$ cat config.mk
export PLATFORM = sky130hd
export DESIGN_NAME = acs_sequencer
export DESIGN_NICKNAME = d
export VERILOG_FILES = /design/src/common/acs_pkg.sv /design/src/design/acs_sequencer.sv
export SDC_FILE = /design/constraint.sdc
export NUM_CORES = 1
export LEC_CHECK = 0
export ABC_AREA = 1
export BUFFER_PORTS_ARGS = -buffer_cell sky130_fd_sc_hd__buf_2
export CORE_MARGIN = 2
export CORE_UTILIZATION = 55
export CTS_CLUSTER_SIZE = 24
export DETAILED_ROUTE_END_ITERATION = 10
export GPL_ROUTABILITY_DRIVEN = 0
export GPL_TIMING_DRIVEN = 1
export PLACE_DENSITY = 0.94
export SLEW_MARGIN = 10
export SYNTH_ARGS = -nofsm -noshare
export SYNTH_HDL_FRONTEND = slang
export SYNTH_SLANG_ARGS = --single-unit
$ cat constraint.sdc
create_clock -name aclk -period 3.8 [get_ports aclk]
set_input_delay 1.14 -clock aclk [delete_from_list [all_inputs] [get_ports aclk]]
set_output_delay 1.14 -clock aclk [all_outputs]
set_load 0.02 [all_outputs]
$ cat src/common/acs_pkg.sv
// package for the converter sequencer: register map, field layout, timing counts
// assumes a 32-bit axi4-lite slave with word-aligned registers
package acs_pkg;
    // ****************************************
    // register map (byte offsets)
    // ****************************************
    localparam logic [7:0] ACS_OFF_CTRL0 = 8'h00;
    localparam logic [7:0] ACS_OFF_CTRL1 = 8'h04;
    localparam logic [7:0] ACS_OFF_CTRL2 = 8'h08;
    localparam logic [7:0] ACS_OFF_RESULT = 8'h0c;
    localparam logic [7:0] ACS_OFF_PINFN = 8'h10;
    localparam logic [7:0] ACS_OFF_IRQ = 8'h14;
    localparam logic [7:0] ACS_OFF_SIGNAL = 8'h18;

    // ****************************************
    // control0 fields
    // ****************************************
    localparam int ACS_C0_CHAN_LSB = 0;
    localparam int ACS_C0_FORMAT = 4;
    localparam int ACS_C0_POWER = 5;
    localparam int ACS_C0_BUSY = 6;
    localparam int ACS_C0_START = 7;
    localparam logic [7:0] ACS_C0_RESET = 8'h00;

    // ****************************************
    // control1 fields
    // ****************************************
    localparam int ACS_C1_DIV_LSB = 0;
    localparam int ACS_C1_REF_LSB = 3;
    localparam int ACS_C1_SRC_LSB = 5;
    localparam logic [7:0] ACS_C1_RESET = 8'h00;

    // ****************************************
    // control2 fields
    // ****************************************
    localparam int ACS_C2_TEMP_SENSOR_ENABLE = 0;
    localparam int ACS_C2_FIXED = 1;
    localparam int ACS_C2_LOWCUR = 7;
    localparam logic [7:0] ACS_C2_RESET = 8'h02;

    // ****************************************
    // irq register fields
    // ****************************************
    localparam int ACS_IRQ_FLAG = 0;
    localparam int ACS_IRQ_CONV_EN = 1;
    localparam int ACS_IRQ_GLOBAL_EN = 2;

    // ****************************************
    // encodings
    // ****************************************
    localparam logic [1:0] ACS_REF_EXT_PIN = 2'h0;
    localparam logic [1:0] ACS_REF_TEMP = 2'h2;
    localparam logic [2:0] ACS_SRC_EXT_A = 3'h0;
    localparam logic [2:0] ACS_SRC_BANDGAP = 3'h1;
    localparam logic [2:0] ACS_SRC_TEMP = 3'h2;
    localparam logic [2:0] ACS_SRC_AMP0 = 3'h3;
    localparam logic [2:0] ACS_SRC_AMP1 = 3'h4;
    localparam logic [2:0] ACS_SRC_LINE = 3'h5;
    localparam logic [2:0] ACS_SRC_EXT_B = 3'h6;
    localparam logic [2:0] ACS_SRC_FORBIDDEN = 3'h7;
    localparam logic [3:0] ACS_CHAN_FIRST = 4'h2;
    localparam logic [3:0] ACS_CHAN_LAST = 4'h3;
    localparam logic [1:0] ACS_PIN_ANALOG = 2'h1;
    localparam logic [2:0] ACS_DIV_LOWCUR_MIN = 3'h4;

    // ****************************************
    // timing in converter clock periods, then axi response codes
    // ****************************************
    localparam logic [5:0] ACS_SAMPLE_NORMAL = 6'h04;
    localparam logic [5:0] ACS_SAMPLE_TEMP = 6'h2e;
    localparam logic [5:0] ACS_CONVERT_PERIODS = 6'h0c;
    localparam logic [1:0] ACS_RESP_OKAY = 2'h0;
    localparam logic [1:0] ACS_RESP_SLVERR = 2'h2;
endpackage

$ cat src/design/acs_sequencer.sv
// converter sequencer: control registers, source and reference steering, conversion timing
// assumes an axi4-lite master on aclk and an analog core that accepts sample/convert phase levels
// Function
// ref_select 00 external pin, 01/11 analog supply, 10 temperature reference
// software sets temp_sensor_enable when selecting temperature reference
// software must not make reference pin an input under internal references
// analog pin function disables other functions and its pull-high
// analog pin function overrides the port direction setting
// input_source_select picks external, bandgap, temperature, amplifiers or line amp
// source code 111 is forbidden and treated as illegal
// external source with channel 0010..0011 routes analog inputs two, three
// software parks channel select on 0100..1111 before internal sources
// nonexistent channel leaves external path unconnected and floating
// non-temperature conversion is 4 sample plus 12 convert periods
// temperature conversion is 46 sample plus 12 convert periods
// conversion runs autonomously once started
// start bit low-high-low pulse triggers a conversion
// busy high during conversion, low on completion with result valid
// software enables global and converter interrupts before starting
// format select arranges result across high and low registers
// software programs divider, mode, power, source, reference, then starts
// converter clock is system clock divided by two to the divider field
// completion sets request flag and raises interrupt when enabled
// mode bit 0 normal, 1 low-current with slower clock range
// start rise resets converter, start fall begins sampling and sets busy; the code ignores the fall while the power bit is low
//
// Implementation choices: register access over AXI4-Lite and the address map.
`timescale 1ns/1ps
module acs_sequencer
    import acs_pkg::*;
(
    input wire logic aclk,
    input wire logic aresetn,
    input wire logic [7:0] s_axi_awaddr,
    input wire logic s_axi_awvalid,
    output logic s_axi_awready,
    input wire logic [31:0] s_axi_wdata,
    input wire logic [3:0] s_axi_wstrb,
    input wire logic s_axi_wvalid,
    output logic s_axi_wready,
    output logic [1:0] s_axi_bresp,
    output logic s_axi_bvalid,
    input wire logic s_axi_bready,
    input wire logic [7:0] s_axi_araddr,
    input wire logic s_axi_arvalid,
    output logic s_axi_arready,
    output logic [31:0] s_axi_rdata,
    output logic [1:0] s_axi_rresp,
    output logic s_axi_rvalid,
    input wire logic s_axi_rready,
    input wire logic [11:0] core_data,
    output logic core_reset,
    output logic core_sample,
    output logic core_convert,
    output logic core_done,
    output logic [1:0] ref_select,
    output logic [2:0] input_source_select,
    output logic [1:0] ext_analog_inputs,
    output logic temp_sensor_enable,
    output logic converter_power_enable,
    output logic low_current_mode_select,
    output logic [1:0] pin_analog_mode,
    output logic [1:0] pin_pullup_allow,
    output logic [1:0] pin_dir_override,
    output logic conv_irq
);
    import acs_pkg::*;

    typedef enum logic [2:0] {
        ACS_IDLE = 3'b001,
        ACS_SAMPLE = 3'b010,
        ACS_CONVERT = 3'b100
    } acs_state_e;

    // ****************************************
    // register state
    // ****************************************
    logic [7:0] ctrl0_q;
    logic [7:0] ctrl1_q;
    logic [7:0] ctrl2_q;
    logic [3:0] pinfn_q;
    logic irq_flag_q;
    logic conv_en_q;
    logic global_en_q;
    logic [11:0] result_q;
    logic busy_q;
    logic start_q;
    acs_state_e state_q;
    logic [6:0] div_cnt_q;
    logic [5:0] period_cnt_q;
    logic aw_hold_q;
    logic [7:0] awaddr_q;
    logic w_hold_q;
    logic [31:0] wdata_q;
    logic [3:0] wstrb_q;
    logic do_write;
    logic start_rise;
    logic start_fall;
    logic tick;
    logic [6:0] div_max;
    logic [2:0] src_sel;
    logic [3:0] chan_sel;
    logic is_temp_src;
    logic [15:0] res_hi_lo;

    // a write lane is used when byte 0 is strobed; upper bits carry nothing
    function automatic logic [7:0] acs_merge(input logic [7:0] old, input logic [31:0] d,
                                             input logic [3:0] s);
        acs_merge = s[0] ? d[7:0] : old;
    endfunction

    // external source codes
    function automatic logic acs_is_ext(input logic [2:0] src);
        acs_is_ext = (src == ACS_SRC_EXT_A) || (src == ACS_SRC_EXT_B);
    endfunction

    // ****************************************
    // axi write channel
    // ****************************************
    assign s_axi_awready = !aw_hold_q && !s_axi_bvalid;
    assign s_axi_wready = !w_hold_q && !s_axi_bvalid;
    assign do_write = aw_hold_q && w_hold_q;

    // address and data are taken in either order, response once both are held
    always_ff @(posedge aclk)
    begin
        if (!aresetn)
        begin
            aw_hold_q <= 1'b0;
            w_hold_q <= 1'b0;
            awaddr_q <= 8'h00;
            wdata_q <= 32'h0000_0000;
            wstrb_q <= 4'h0;
            s_axi_bvalid <= 1'b0;
            s_axi_bresp <= ACS_RESP_OKAY;
        end
        else
        begin
            if (s_axi_awvalid && s_axi_awready)
            begin
                aw_hold_q <= 1'b1;
                awaddr_q <= s_axi_awaddr;
            end
            if (s_axi_wvalid && s_axi_wready)
            begin
                w_hold_q <= 1'b1;
                wdata_q <= s_axi_wdata;
                wstrb_q <= s_axi_wstrb;
            end
            if (do_write)
            begin
                aw_hold_q <= 1'b0;
                w_hold_q <= 1'b0;
                s_axi_bvalid <= 1'b1;
                case (awaddr_q)
                    ACS_OFF_CTRL0, ACS_OFF_CTRL1, ACS_OFF_CTRL2, ACS_OFF_PINFN,
                    ACS_OFF_IRQ: s_axi_bresp <= ACS_RESP_OKAY;
                    default: s_axi_bresp <= ACS_RESP_SLVERR;
                endcase
            end
            else if (s_axi_bvalid && s_axi_bready)
                s_axi_bvalid <= 1'b0;
        end
    end

    // ****************************************
    // software control registers
    // ****************************************
    // busy bit is read-only; forbidden source code keeps the old source
    always_ff @(posedge aclk)
    begin
        if (!aresetn)
        begin
            ctrl0_q <= ACS_C0_RESET;
            ctrl1_q <= ACS_C1_RESET;
            ctrl2_q <= ACS_C2_RESET;
            pinfn_q <= 4'h0;
            conv_en_q <= 1'b0;
            global_en_q <= 1'b0;
        end
        else if (do_write)
        begin
            if (awaddr_q == ACS_OFF_CTRL0)
                ctrl0_q <= acs_merge(ctrl0_q, wdata_q, wstrb_q);
            if (awaddr_q == ACS_OFF_CTRL1 && wstrb_q[0])
            begin
                ctrl1_q[4:0] <= wdata_q[4:0];
                if (wdata_q[7:5] != ACS_SRC_FORBIDDEN)
                    ctrl1_q[7:5] <= wdata_q[7:5];
            end
            if (awaddr_q == ACS_OFF_CTRL2 && wstrb_q[0])
            begin
                ctrl2_q[ACS_C2_TEMP_SENSOR_ENABLE] <= wdata_q[ACS_C2_TEMP_SENSOR_ENABLE];
                ctrl2_q[ACS_C2_LOWCUR] <= wdata_q[ACS_C2_LOWCUR];
                ctrl2_q[ACS_C2_FIXED] <= wdata_q[ACS_C2_FIXED];
            end
            if (awaddr_q == ACS_OFF_PINFN && wstrb_q[0])
                pinfn_q <= wdata_q[3:0];
            if (awaddr_q == ACS_OFF_IRQ && wstrb_q[0])
            begin
                conv_en_q <= wdata_q[ACS_IRQ_CONV_EN];
                global_en_q <= wdata_q[ACS_IRQ_GLOBAL_EN];
            end
        end
    end

    // ****************************************
    // start pulse detect
    // ****************************************
    always_ff @(posedge aclk)
    begin
        if (!aresetn)
            start_q <= 1'b0;
        else
            start_q <= ctrl0_q[ACS_C0_START];
    end
    assign start_rise = ctrl0_q[ACS_C0_START] && !start_q;
    assign start_fall = !ctrl0_q[ACS_C0_START] && start_q;

    // ****************************************
    // converter clock divider
    // ****************************************
    // low-current mode floors the divider so the converter clock stays slow
    always_comb
    begin
        logic [2:0] sel;
        sel = ctrl1_q[ACS_C1_DIV_LSB +: 3];
        if (ctrl2_q[ACS_C2_LOWCUR] && sel < ACS_DIV_LOWCUR_MIN)
            sel = ACS_DIV_LOWCUR_MIN;
        div_max = 7'((8'h01 << sel) - 8'h01);
    end

    // divider restarts with each conversion so the first period is whole
    always_ff @(posedge aclk)
    begin
        if (!aresetn)
            div_cnt_q <= 7'h00;
        else if (start_fall || div_cnt_q >= div_max)
            div_cnt_q <= 7'h00;
        else
            div_cnt_q <= div_cnt_q + 7'h01;
    end
    assign tick = (div_cnt_q >= div_max);

    // ****************************************
    // conversion sequencer
    // ****************************************
    assign src_sel = ctrl1_q[ACS_C1_SRC_LSB +: 3];
    assign is_temp_src = (src_sel == ACS_SRC_TEMP);

    // runs on its own once triggered; rise aborts and resets the core
    always_ff @(posedge aclk)
    begin
        if (!aresetn)
        begin
            state_q <= ACS_IDLE;
            period_cnt_q <= 6'h00;
            busy_q <= 1'b0;
        end
        else if (start_rise)
        begin
            state_q <= ACS_IDLE;
            busy_q <= 1'b0;
        end
        else if (start_fall && converter_power_enable)
        begin
            state_q <= ACS_SAMPLE;
            busy_q <= 1'b1;
            period_cnt_q <= is_temp_src ? ACS_SAMPLE_TEMP : ACS_SAMPLE_NORMAL;
        end
        else if (tick)
        begin
            unique case (state_q)
                ACS_IDLE: period_cnt_q <= 6'h00;
                ACS_SAMPLE:
                    if (period_cnt_q == 6'h01)
                    begin
                        state_q <= ACS_CONVERT;
                        period_cnt_q <= ACS_CONVERT_PERIODS;
                    end
                    else
                        period_cnt_q <= period_cnt_q - 6'h01;
                ACS_CONVERT:
                    if (period_cnt_q == 6'h01)
                    begin
                        state_q <= ACS_IDLE;
                        busy_q <= 1'b0;
                    end
                    else
                        period_cnt_q <= period_cnt_q - 6'h01;
            endcase
        end
    end
    assign core_done = (state_q == ACS_CONVERT) && tick && (period_cnt_q == 6'h01);

    // result captured in the completing cycle, so busy low means result valid
    always_ff @(posedge aclk)
    begin
        if (!aresetn)
            result_q <= 12'h000;
        else if (core_done && !start_rise)
            result_q <= core_data;
    end

    // flag set wins over a software clear in the same cycle
    always_ff @(posedge aclk)
    begin
        if (!aresetn)
            irq_flag_q <= 1'b0;
        else if (core_done && !start_rise)
            irq_flag_q <= 1'b1;
        else if (do_write && awaddr_q == ACS_OFF_IRQ && wstrb_q[0] && !wdata_q[ACS_IRQ_FLAG])
            irq_flag_q <= 1'b0;
    end
    assign conv_irq = irq_flag_q && conv_en_q && global_en_q;

    // ****************************************
    // analog steering
    // ****************************************
    assign chan_sel = ctrl0_q[ACS_C0_CHAN_LSB +: 4];
    assign ref_select = ctrl1_q[ACS_C1_REF_LSB +: 2];
    assign input_source_select = src_sel;
    assign temp_sensor_enable = ctrl2_q[ACS_C2_TEMP_SENSOR_ENABLE];
    assign converter_power_enable = ctrl0_q[ACS_C0_POWER];
    assign low_current_mode_select = ctrl2_q[ACS_C2_LOWCUR];

    // one-hot switch per external input; other channels leave the path floating
    always_comb
    begin
        ext_analog_inputs = 2'b00;
        if (acs_is_ext(src_sel) && chan_sel >= ACS_CHAN_FIRST && chan_sel <= ACS_CHAN_LAST)
            ext_analog_inputs[chan_sel[0]] = 1'b1;
    end

    // per pin: analog mode kills other functions, pull-high and direction
    always_comb
    begin
        pin_analog_mode[0] = (pinfn_q[1:0] == ACS_PIN_ANALOG);
        pin_analog_mode[1] = (pinfn_q[3:2] == ACS_PIN_ANALOG);
        pin_pullup_allow = ~pin_analog_mode;
        pin_dir_override = pin_analog_mode;
    end

    assign core_reset = (state_q == ACS_IDLE);
    assign core_sample = (state_q == ACS_SAMPLE);
    assign core_convert = (state_q == ACS_CONVERT);

    // format 0: high holds bits 11..4; format 1: high holds bits 11..8
    assign res_hi_lo = ctrl0_q[ACS_C0_FORMAT] ? {4'h0, result_q} : {result_q, 4'h0};

    // ****************************************
    // axi read channel
    // ****************************************
    assign s_axi_arready = !s_axi_rvalid;

    always_ff @(posedge aclk)
    begin
        if (!aresetn)
        begin
            s_axi_rvalid <= 1'b0;
            s_axi_rdata <= 32'h0000_0000;
            s_axi_rresp <= ACS_RESP_OKAY;
        end
        else if (s_axi_arvalid && s_axi_arready)
        begin
            s_axi_rvalid <= 1'b1;
            s_axi_rresp <= ACS_RESP_OKAY;
            case (s_axi_araddr)
                ACS_OFF_CTRL0: s_axi_rdata <= {24'h0, ctrl0_q[7], busy_q, ctrl0_q[5:0]};
                ACS_OFF_CTRL1: s_axi_rdata <= {24'h0, ctrl1_q};
                ACS_OFF_CTRL2: s_axi_rdata <= {24'h0, ctrl2_q};
                ACS_OFF_RESULT: s_axi_rdata <= {16'h0, res_hi_lo};
                ACS_OFF_PINFN: s_axi_rdata <= {28'h0, pinfn_q};
                ACS_OFF_IRQ: s_axi_rdata <= {29'h0, global_en_q, conv_en_q, irq_flag_q};
                ACS_OFF_SIGNAL: s_axi_rdata <= {25'h0, state_q, ext_analog_inputs, tick, busy_q};
                default:
                begin
                    s_axi_rdata <= 32'h0000_0000;
                    s_axi_rresp <= ACS_RESP_SLVERR;
                end
            endcase
        end
        else if (s_axi_rvalid && s_axi_rready)
            s_axi_rvalid <= 1'b0;
    end
endmodule

==> impl_metrics.tcl, run 1 <==
set metrics [dict create \
    wire_per_inst_um 13.04 \
    max_cap_violations 0 \
    synth_cell_type_count 37 \
    routed-via-count 4494 \
    ys_seq_area_share_pct 39.57 \
    holdCritStartpoint "s_axi_rdata[5]$_SDFFE_PN0P_" \
    preCtsSetupSlack_ps 518.8 \
    grt_use_total_pct 24.08 \
    whs_ps 468.6 \
    cpPeakStageDelay_ps 390 \
    min_path_type "flop to flop" \
    setup_tns_ps 0 \
    cp-start-kind "flop" \
    hold_path_depth 2 \
    port_buffers 87 \
    overflow 0 \
    hold_buffers 0 \
    first_pass_iters 6 \
    critPathSlowestCell "dfxtp_1" \
    cts_tree "done" \
    cp.required_ps 2660 \
    final_core_util_pct 64.80 \
    antenna_found_initial 0 \
    power_density_nw_per_um2 361.7 \
    drt_iter0_markers 395 \
    yosysWarnings 0 \
    cts.sinks 94 \
    ys.flop_type "dfxtp_1" \
    final_net_count 833 \
    syn_to_final_growth_pct 13.08 \
    die-width_um 96.99 \
    vias_per_cell 5.226 \
    syn_inst 676 \
    setup_viol 0 \
    n_antenna_cell 0 \
    ir_worst_vdd_uv 236.3 \
    crit_fanout 6 \
    ys_ff_latch 94 \
    drt.antenna.violating_nets 0 \
    layout_commonest_cell "nand2_1" \
    clk_latency_ps 360 \
    end_kind "output pin" \
    rows 33 \
    relSlewSlack_pct 57.94 \
    max_clock_freq_mhz 276.2 \
    worst-setup-path-type "flop to output pin" \
    final_hold_viol_count 0 \
    core_um2 8299 \
    drc 0 \
    rrSetupSlack_ps 1280 \
    post-dp-hpwl_um 8364 \
    synth-async-reset-ratio_pct 0 \
    syn_area_per_cell_um2 7.035 \
    hold_path_end "s_axi_rdata[5]$_SDFFE_PN0P_" \
    reg2reg_to "period_cnt_q[2]$_SDFFE_PN0P_" \
    synthesis.area_um2 4756 \
    r2r_cells 14 \
    mostFrequentLayoutCells "nand2_1, nor2_1, dfxtp_1" \
    worst_slack_ps 179.9 \
    place_inst 845 \
    io_pins 133 \
    die_h_um 96.99 \
    drive_above_1_share_pct 18.81 \
    drt_wl_total_um 11220 \
    status "finished clean" \
    grt_pass1_wl_um 18770 \
    grt_pass1_vias 4214 \
    numCtsBuffers 9 \
    clk_path_buf_depth 2 \
    worstMarginPinSlew_ps 630.0 \
    grt_start_max_net_pins 53 \
    path_buf_inv 2 \
    drv_slew 0 \
    critical_path.cell_chain "nor2_4 -> nand3_1 -> ha_1 -> xor2_1 -> ha_1 -> a21oi_1 -> nand2_1 -> nand2_1 -> nand3_2 -> nand2_4 -> inv_4 -> buf_2" \
    critPathArrivalTime_ps 2480 \
    r2r_start "ctrl1_q[2]$_SDFFE_PN0P_" \
    skew_ps 6.595 \
    die_area_um2 9407 \
    clk_pin_slew_ps 90 \
    synth-edff-count 0 \
    rsz0062_at_grt "false" \
    fin_crit_sh_pct 95.27 \
    cp_top_family "simple AND/OR/NAND/NOR gates" \
    htreeDepth 3 \
    post-route-min-period_ps 3620 \
    instances_no_fill 860 \
    leakagePower_nw 2.448 \
    start_util_pct 57.30 \
    clock-root-buffer "clkbuf_8" \
]
-- worst reg2reg max path, cell delays in order, from the launching register on --
cell     delay [ps]
dfxtp_1         390
nor2_4          160
nand3_1         120
ha_1            210
xor2_1          160
ha_1            310
a21oi_1         140
nand2_1          60
nand2_1          70
nand3_2         150
o21ai_2         370
inv_2           120
nand2_1          80
nand2_1          50
nor2_1          100
-- per-stage QoR --
step	power [W]	instance area, um2
finish	0.001945	5378
global route	0.002021	5378
CTS	0.001956	5370
detailed placement	0.001212	5140
global placement	0.001208	5140
floorplan	0.001172	4820
-- report_power, final --
group	internal (W)	switching, W
clock network	0.000408	0.000347
registers	0.00101	0.0000155
logic	0.0000513	0.000115
total	0.00147	0.000478
-- logic make-up after synthesis --
| family | synth area share (%) |
|---|---|
| other cells | 0.07885 |
| compound gates | 15.36 |
| buf+inv | 12.50 |
| flops | 39.57 |
| simple gates | 28.12 |
| fa+ha+maj | 2.894 |
| xor+xnor | 1.473 |
-- final cells by class --
| class | count | area [um2] |
|---|---|---|
| fillers | 729 | 2922 |
| inverters | 84 | 317.8 |
| clock buffers | 11 | 151.4 |
| clock inverters | 4 | 78.83 |
| multi-input cells | 471 | 2351 |
| well taps | 105 | 131.4 |
| repair buffers | 91 | 465.4 |
| flip-flops and latches | 94 | 1882 |
-- worst max-delay path by stage --
stage,cells after the start,to,startpoint
6_report,12,core_done,ctrl1_q[2]$_SDFFE_PN0P_
5_1_grt,12,core_done,ctrl1_q[2]$_SDFFE_PN0P_
3_3_place_gp,12,core_done,ctrl1_q[2]$_SDFFE_PN0P_
4_1_cts,12,core_done,ctrl1_q[2]$_SDFFE_PN0P_
2_1_floorplan,11,core_done,ctrl2_q[7]$_SDFFE_PN0P_
3_5_place_dp,12,core_done,ctrl1_q[2]$_SDFFE_PN0P_
-- state kept, by name, summed over array words and instances (netlist names), 3 cells and up --
name,cells
awaddr_q,8
ctrl0_q,7
ctrl1_q,8
ctrl2_q,3
div_cnt_q,7
period_cnt_q,6
pinfn_q,4
result_q,12
s_axi_rdata,16
state_q,3
wdata_q,8
-- synth_stat cells, drive strengths merged (9+ instances only) --
library cell | n | share of area, %
nand2 | 125 | 10
nor2 | 122 | 11
dfxtp | 94 | 40
inv | 82 | 6.5
o21ai | 61 | 6.5
a21oi | 47 | 5.1
nand3 | 37 | 4.2
buf | 30 | 4.7
a211oi | 14 | 2.2
clkbuf | 14 | 1.1
ha | 11 | 2.9
nand4 | 9 | 1.2
-- repair_timing --
item                                   in CTS  in global routing
endpoints found under the hold margin       0                  0
setup endpoints to repair                   0                  1
setup buffers                               0                  0
gates resized for setup                     0                  2
-- metal layers --
layer  GRT usage, %  share of wire, %  vias up
met5              0                 0        -
met4          11.48               3.3        0
met3          3.974               6.9       29
met2          40.65                48      176
met1          29.89                42     1994
li1               -                 -     2295
No activity file was read; power rests on OpenSTA's default activity.
==> run 2: changes to the inputs <==
==> constraint.sdc (replaced) <==
create_clock -name aclk -period 3.8 [get_ports aclk]
set_input_delay 1.14 -clock aclk [delete_from_list [all_inputs] [get_ports aclk]]
set_output_delay 1.14 -clock aclk [all_outputs]
set_load 0.05 [all_outputs]
==> impl_metrics.tcl, run 2 (synthesized netlist as in run 1, its figures left out) <==
set metrics [dict create \
    final_net_count 833 \
    final_hold_viol_count 0 \
    start_util_pct 57.30 \
    skew_ps 6.385 \
    largest_register_ffs 16 \
    ir_worst_vdd_uv 261.6 \
    drc 0 \
    mostFrequentLayoutCells "nand2_1, nor2_1, dfxtp_1" \
    crit_fanout 6 \
    wire_per_inst_um 12.74 \
    syn_to_final_growth_pct 12.21 \
    worstMarginPinSlew_ps 647.6 \
    antenna_found_initial 0 \
    worst-setup-path-type "flop to output pin" \
    grt_pass1_wl_um 18230 \
    stdcell_area_um2 5336 \
    cp-start-kind "flop" \
    clk_latency_ps 360 \
    fin_crit_sh_pct 95.24 \
    die_area_um2 9407 \
    grt_use_total_pct 23.44 \
    setup_viol 0 \
    leakagePower_nw 2.426 \
    clk_path_buf_depth 2 \
    regMostFlops "s_axi_rdata" \
    cts_setup_buffers 0 \
    clock-root-buffer "clkbuf_8" \
    io_pins 133 \
    routed-via-count 4498 \
    numCtsBuffers 9 \
    drt_iter0_markers 324 \
    place_area_um2 5140 \
    drv_slew 0 \
    min_path_type "flop to flop" \
    status "finished clean" \
    cts.sinks 94 \
    rsz0062_at_grt "false" \
    cpPeakStageDelay_ps 390 \
    n_antenna_cell 0 \
    port_buffers 87 \
    clk_pin_slew_ps 90 \
    power_density_nw_per_um2 346.9 \
    setup_tns_ps 0 \
    die_h_um 96.99 \
    grt_start_max_net_pins 53 \
    post-route-min-period_ps 3619 \
    max_cap_violations 0 \
    post-dp-hpwl_um 8150 \
    cp_top_family "simple AND/OR/NAND/NOR gates" \
    reg_top3 "s_axi_rdata x16, result_q x12" \
    path_buf_inv 3 \
    first_pass_iters 6 \
    end_kind "output pin" \
    overflow 0 \
    relSlewSlack_pct 56.77 \
    drt.antenna.violating_nets 0 \
    die-width_um 96.99 \
    htreeDepth 3 \
    critical_path.cell_chain "nor2_4 -> nand3_1 -> ha_1 -> xor2_1 -> ha_1 -> nand2_1 -> inv_1 -> nand3_1 -> nand3_4 -> nand2_4 -> inv_4 -> buf_2" \
    max_clock_freq_mhz 276.3 \
    layout_commonest_cell "nand2_1" \
    cts_tree "done" \
    rows 33 \
    vias_per_cell 5.230 \
    core_um2 8299 \
    drive_above_1_share_pct 18.81 \
    critPathArrivalTime_ps 2480 \
    critPathSlowestCell "dfxtp_1" \
    cp.required_ps 2660 \
    grt_pass1_vias 4073 \
    drt_wl_total_um 10960 \
]
## run 2: routing by layer
| layer | wire (um) | vias to the layer above | global-route usage [%] | share of wire (%) |
|---|---|---|---|---|
| li1 | - | 2293 | - | - |
| met1 | 4680 | 1990 | 28.61 | 43 |
| met2 | 5199 | 188 | 40.12 | 47 |
| met3 | 822 | 27 | 6.214 | 7.5 |
| met4 | 257 | 0 | 7.692 | 2.3 |
| met5 | 0 | - | 0 | 0 |
## run 2: timing repair
action | CTS | global route
setup endpoints to repair | 0 | 1
hold buffers | 0 | 0
resized for setup | 0 | 3
## run 2: area by class of cell
cell class / instances / area [um2]
flip-flops and latches: 94 / 1882
well taps: 105 / 131.4
inverters: 84 / 317.8
clock inverters: 4 / 30.03
repair buffers: 91 / 465.4
clock buffers: 11 / 151.4
multi-input cells: 471 / 2359
fillers: 733 / 2963
## run 2: stage by stage
stage	setup slack (ps)	instances	util [%]	power (W)	hold WS [ps]
3_3_place_gp	515.9	845	61.93	0.001246	443.7
4_1_cts	52.73	860	64.12	0.001857	468.2
3_5_place_dp	483.0	845	61.93	0.001250	455.7
2_1_floorplan	597.2	693	-	0.001210	429.7
6_report	181.0	860	64.30	0.001851	466.2
5_1_grt	10.36	860	64.30	0.001926	491.7
## run 2: power by group
group	switching [W]	internal, W
sequential	0.0000147	0.00101
clock	0.000349	0.000273
combinational	0.000155	0.0000514
total	0.000519	0.00133
## run 2: worst paths after layout
| path | start | end | slack, ps | cells past startpoint |
|---|---|---|---|---|
| max reg2reg | ctrl1_q[2]$_SDFFE_PN0P_ | period_cnt_q[2]$_SDFFE_PN0P_ | 1350 | 14 |
| min reg2reg | s_axi_rdata[13]$_SDFFE_PN0P_ | s_axi_rdata[13]$_SDFFE_PN0P_ | 470 | 2 |
| min | s_axi_rdata[13]$_SDFFE_PN0P_ | s_axi_rdata[13]$_SDFFE_PN0P_ | 470 | 2 |
| max | ctrl1_q[2]$_SDFFE_PN0P_ | core_done | 180 | 12 |
## run 2: worst reg2reg max path, delay by kind of cell (launching register included)
family | cells | cell delay (ps)
AOI/OAI and AO/OA | 2 | 450
adders and majority gates | 2 | 510
and+or+nand+nor | 8 | 790
buffers and inverters | 1 | 120
DFF | 1 | 390
xor gates and xnor gates | 1 | 160
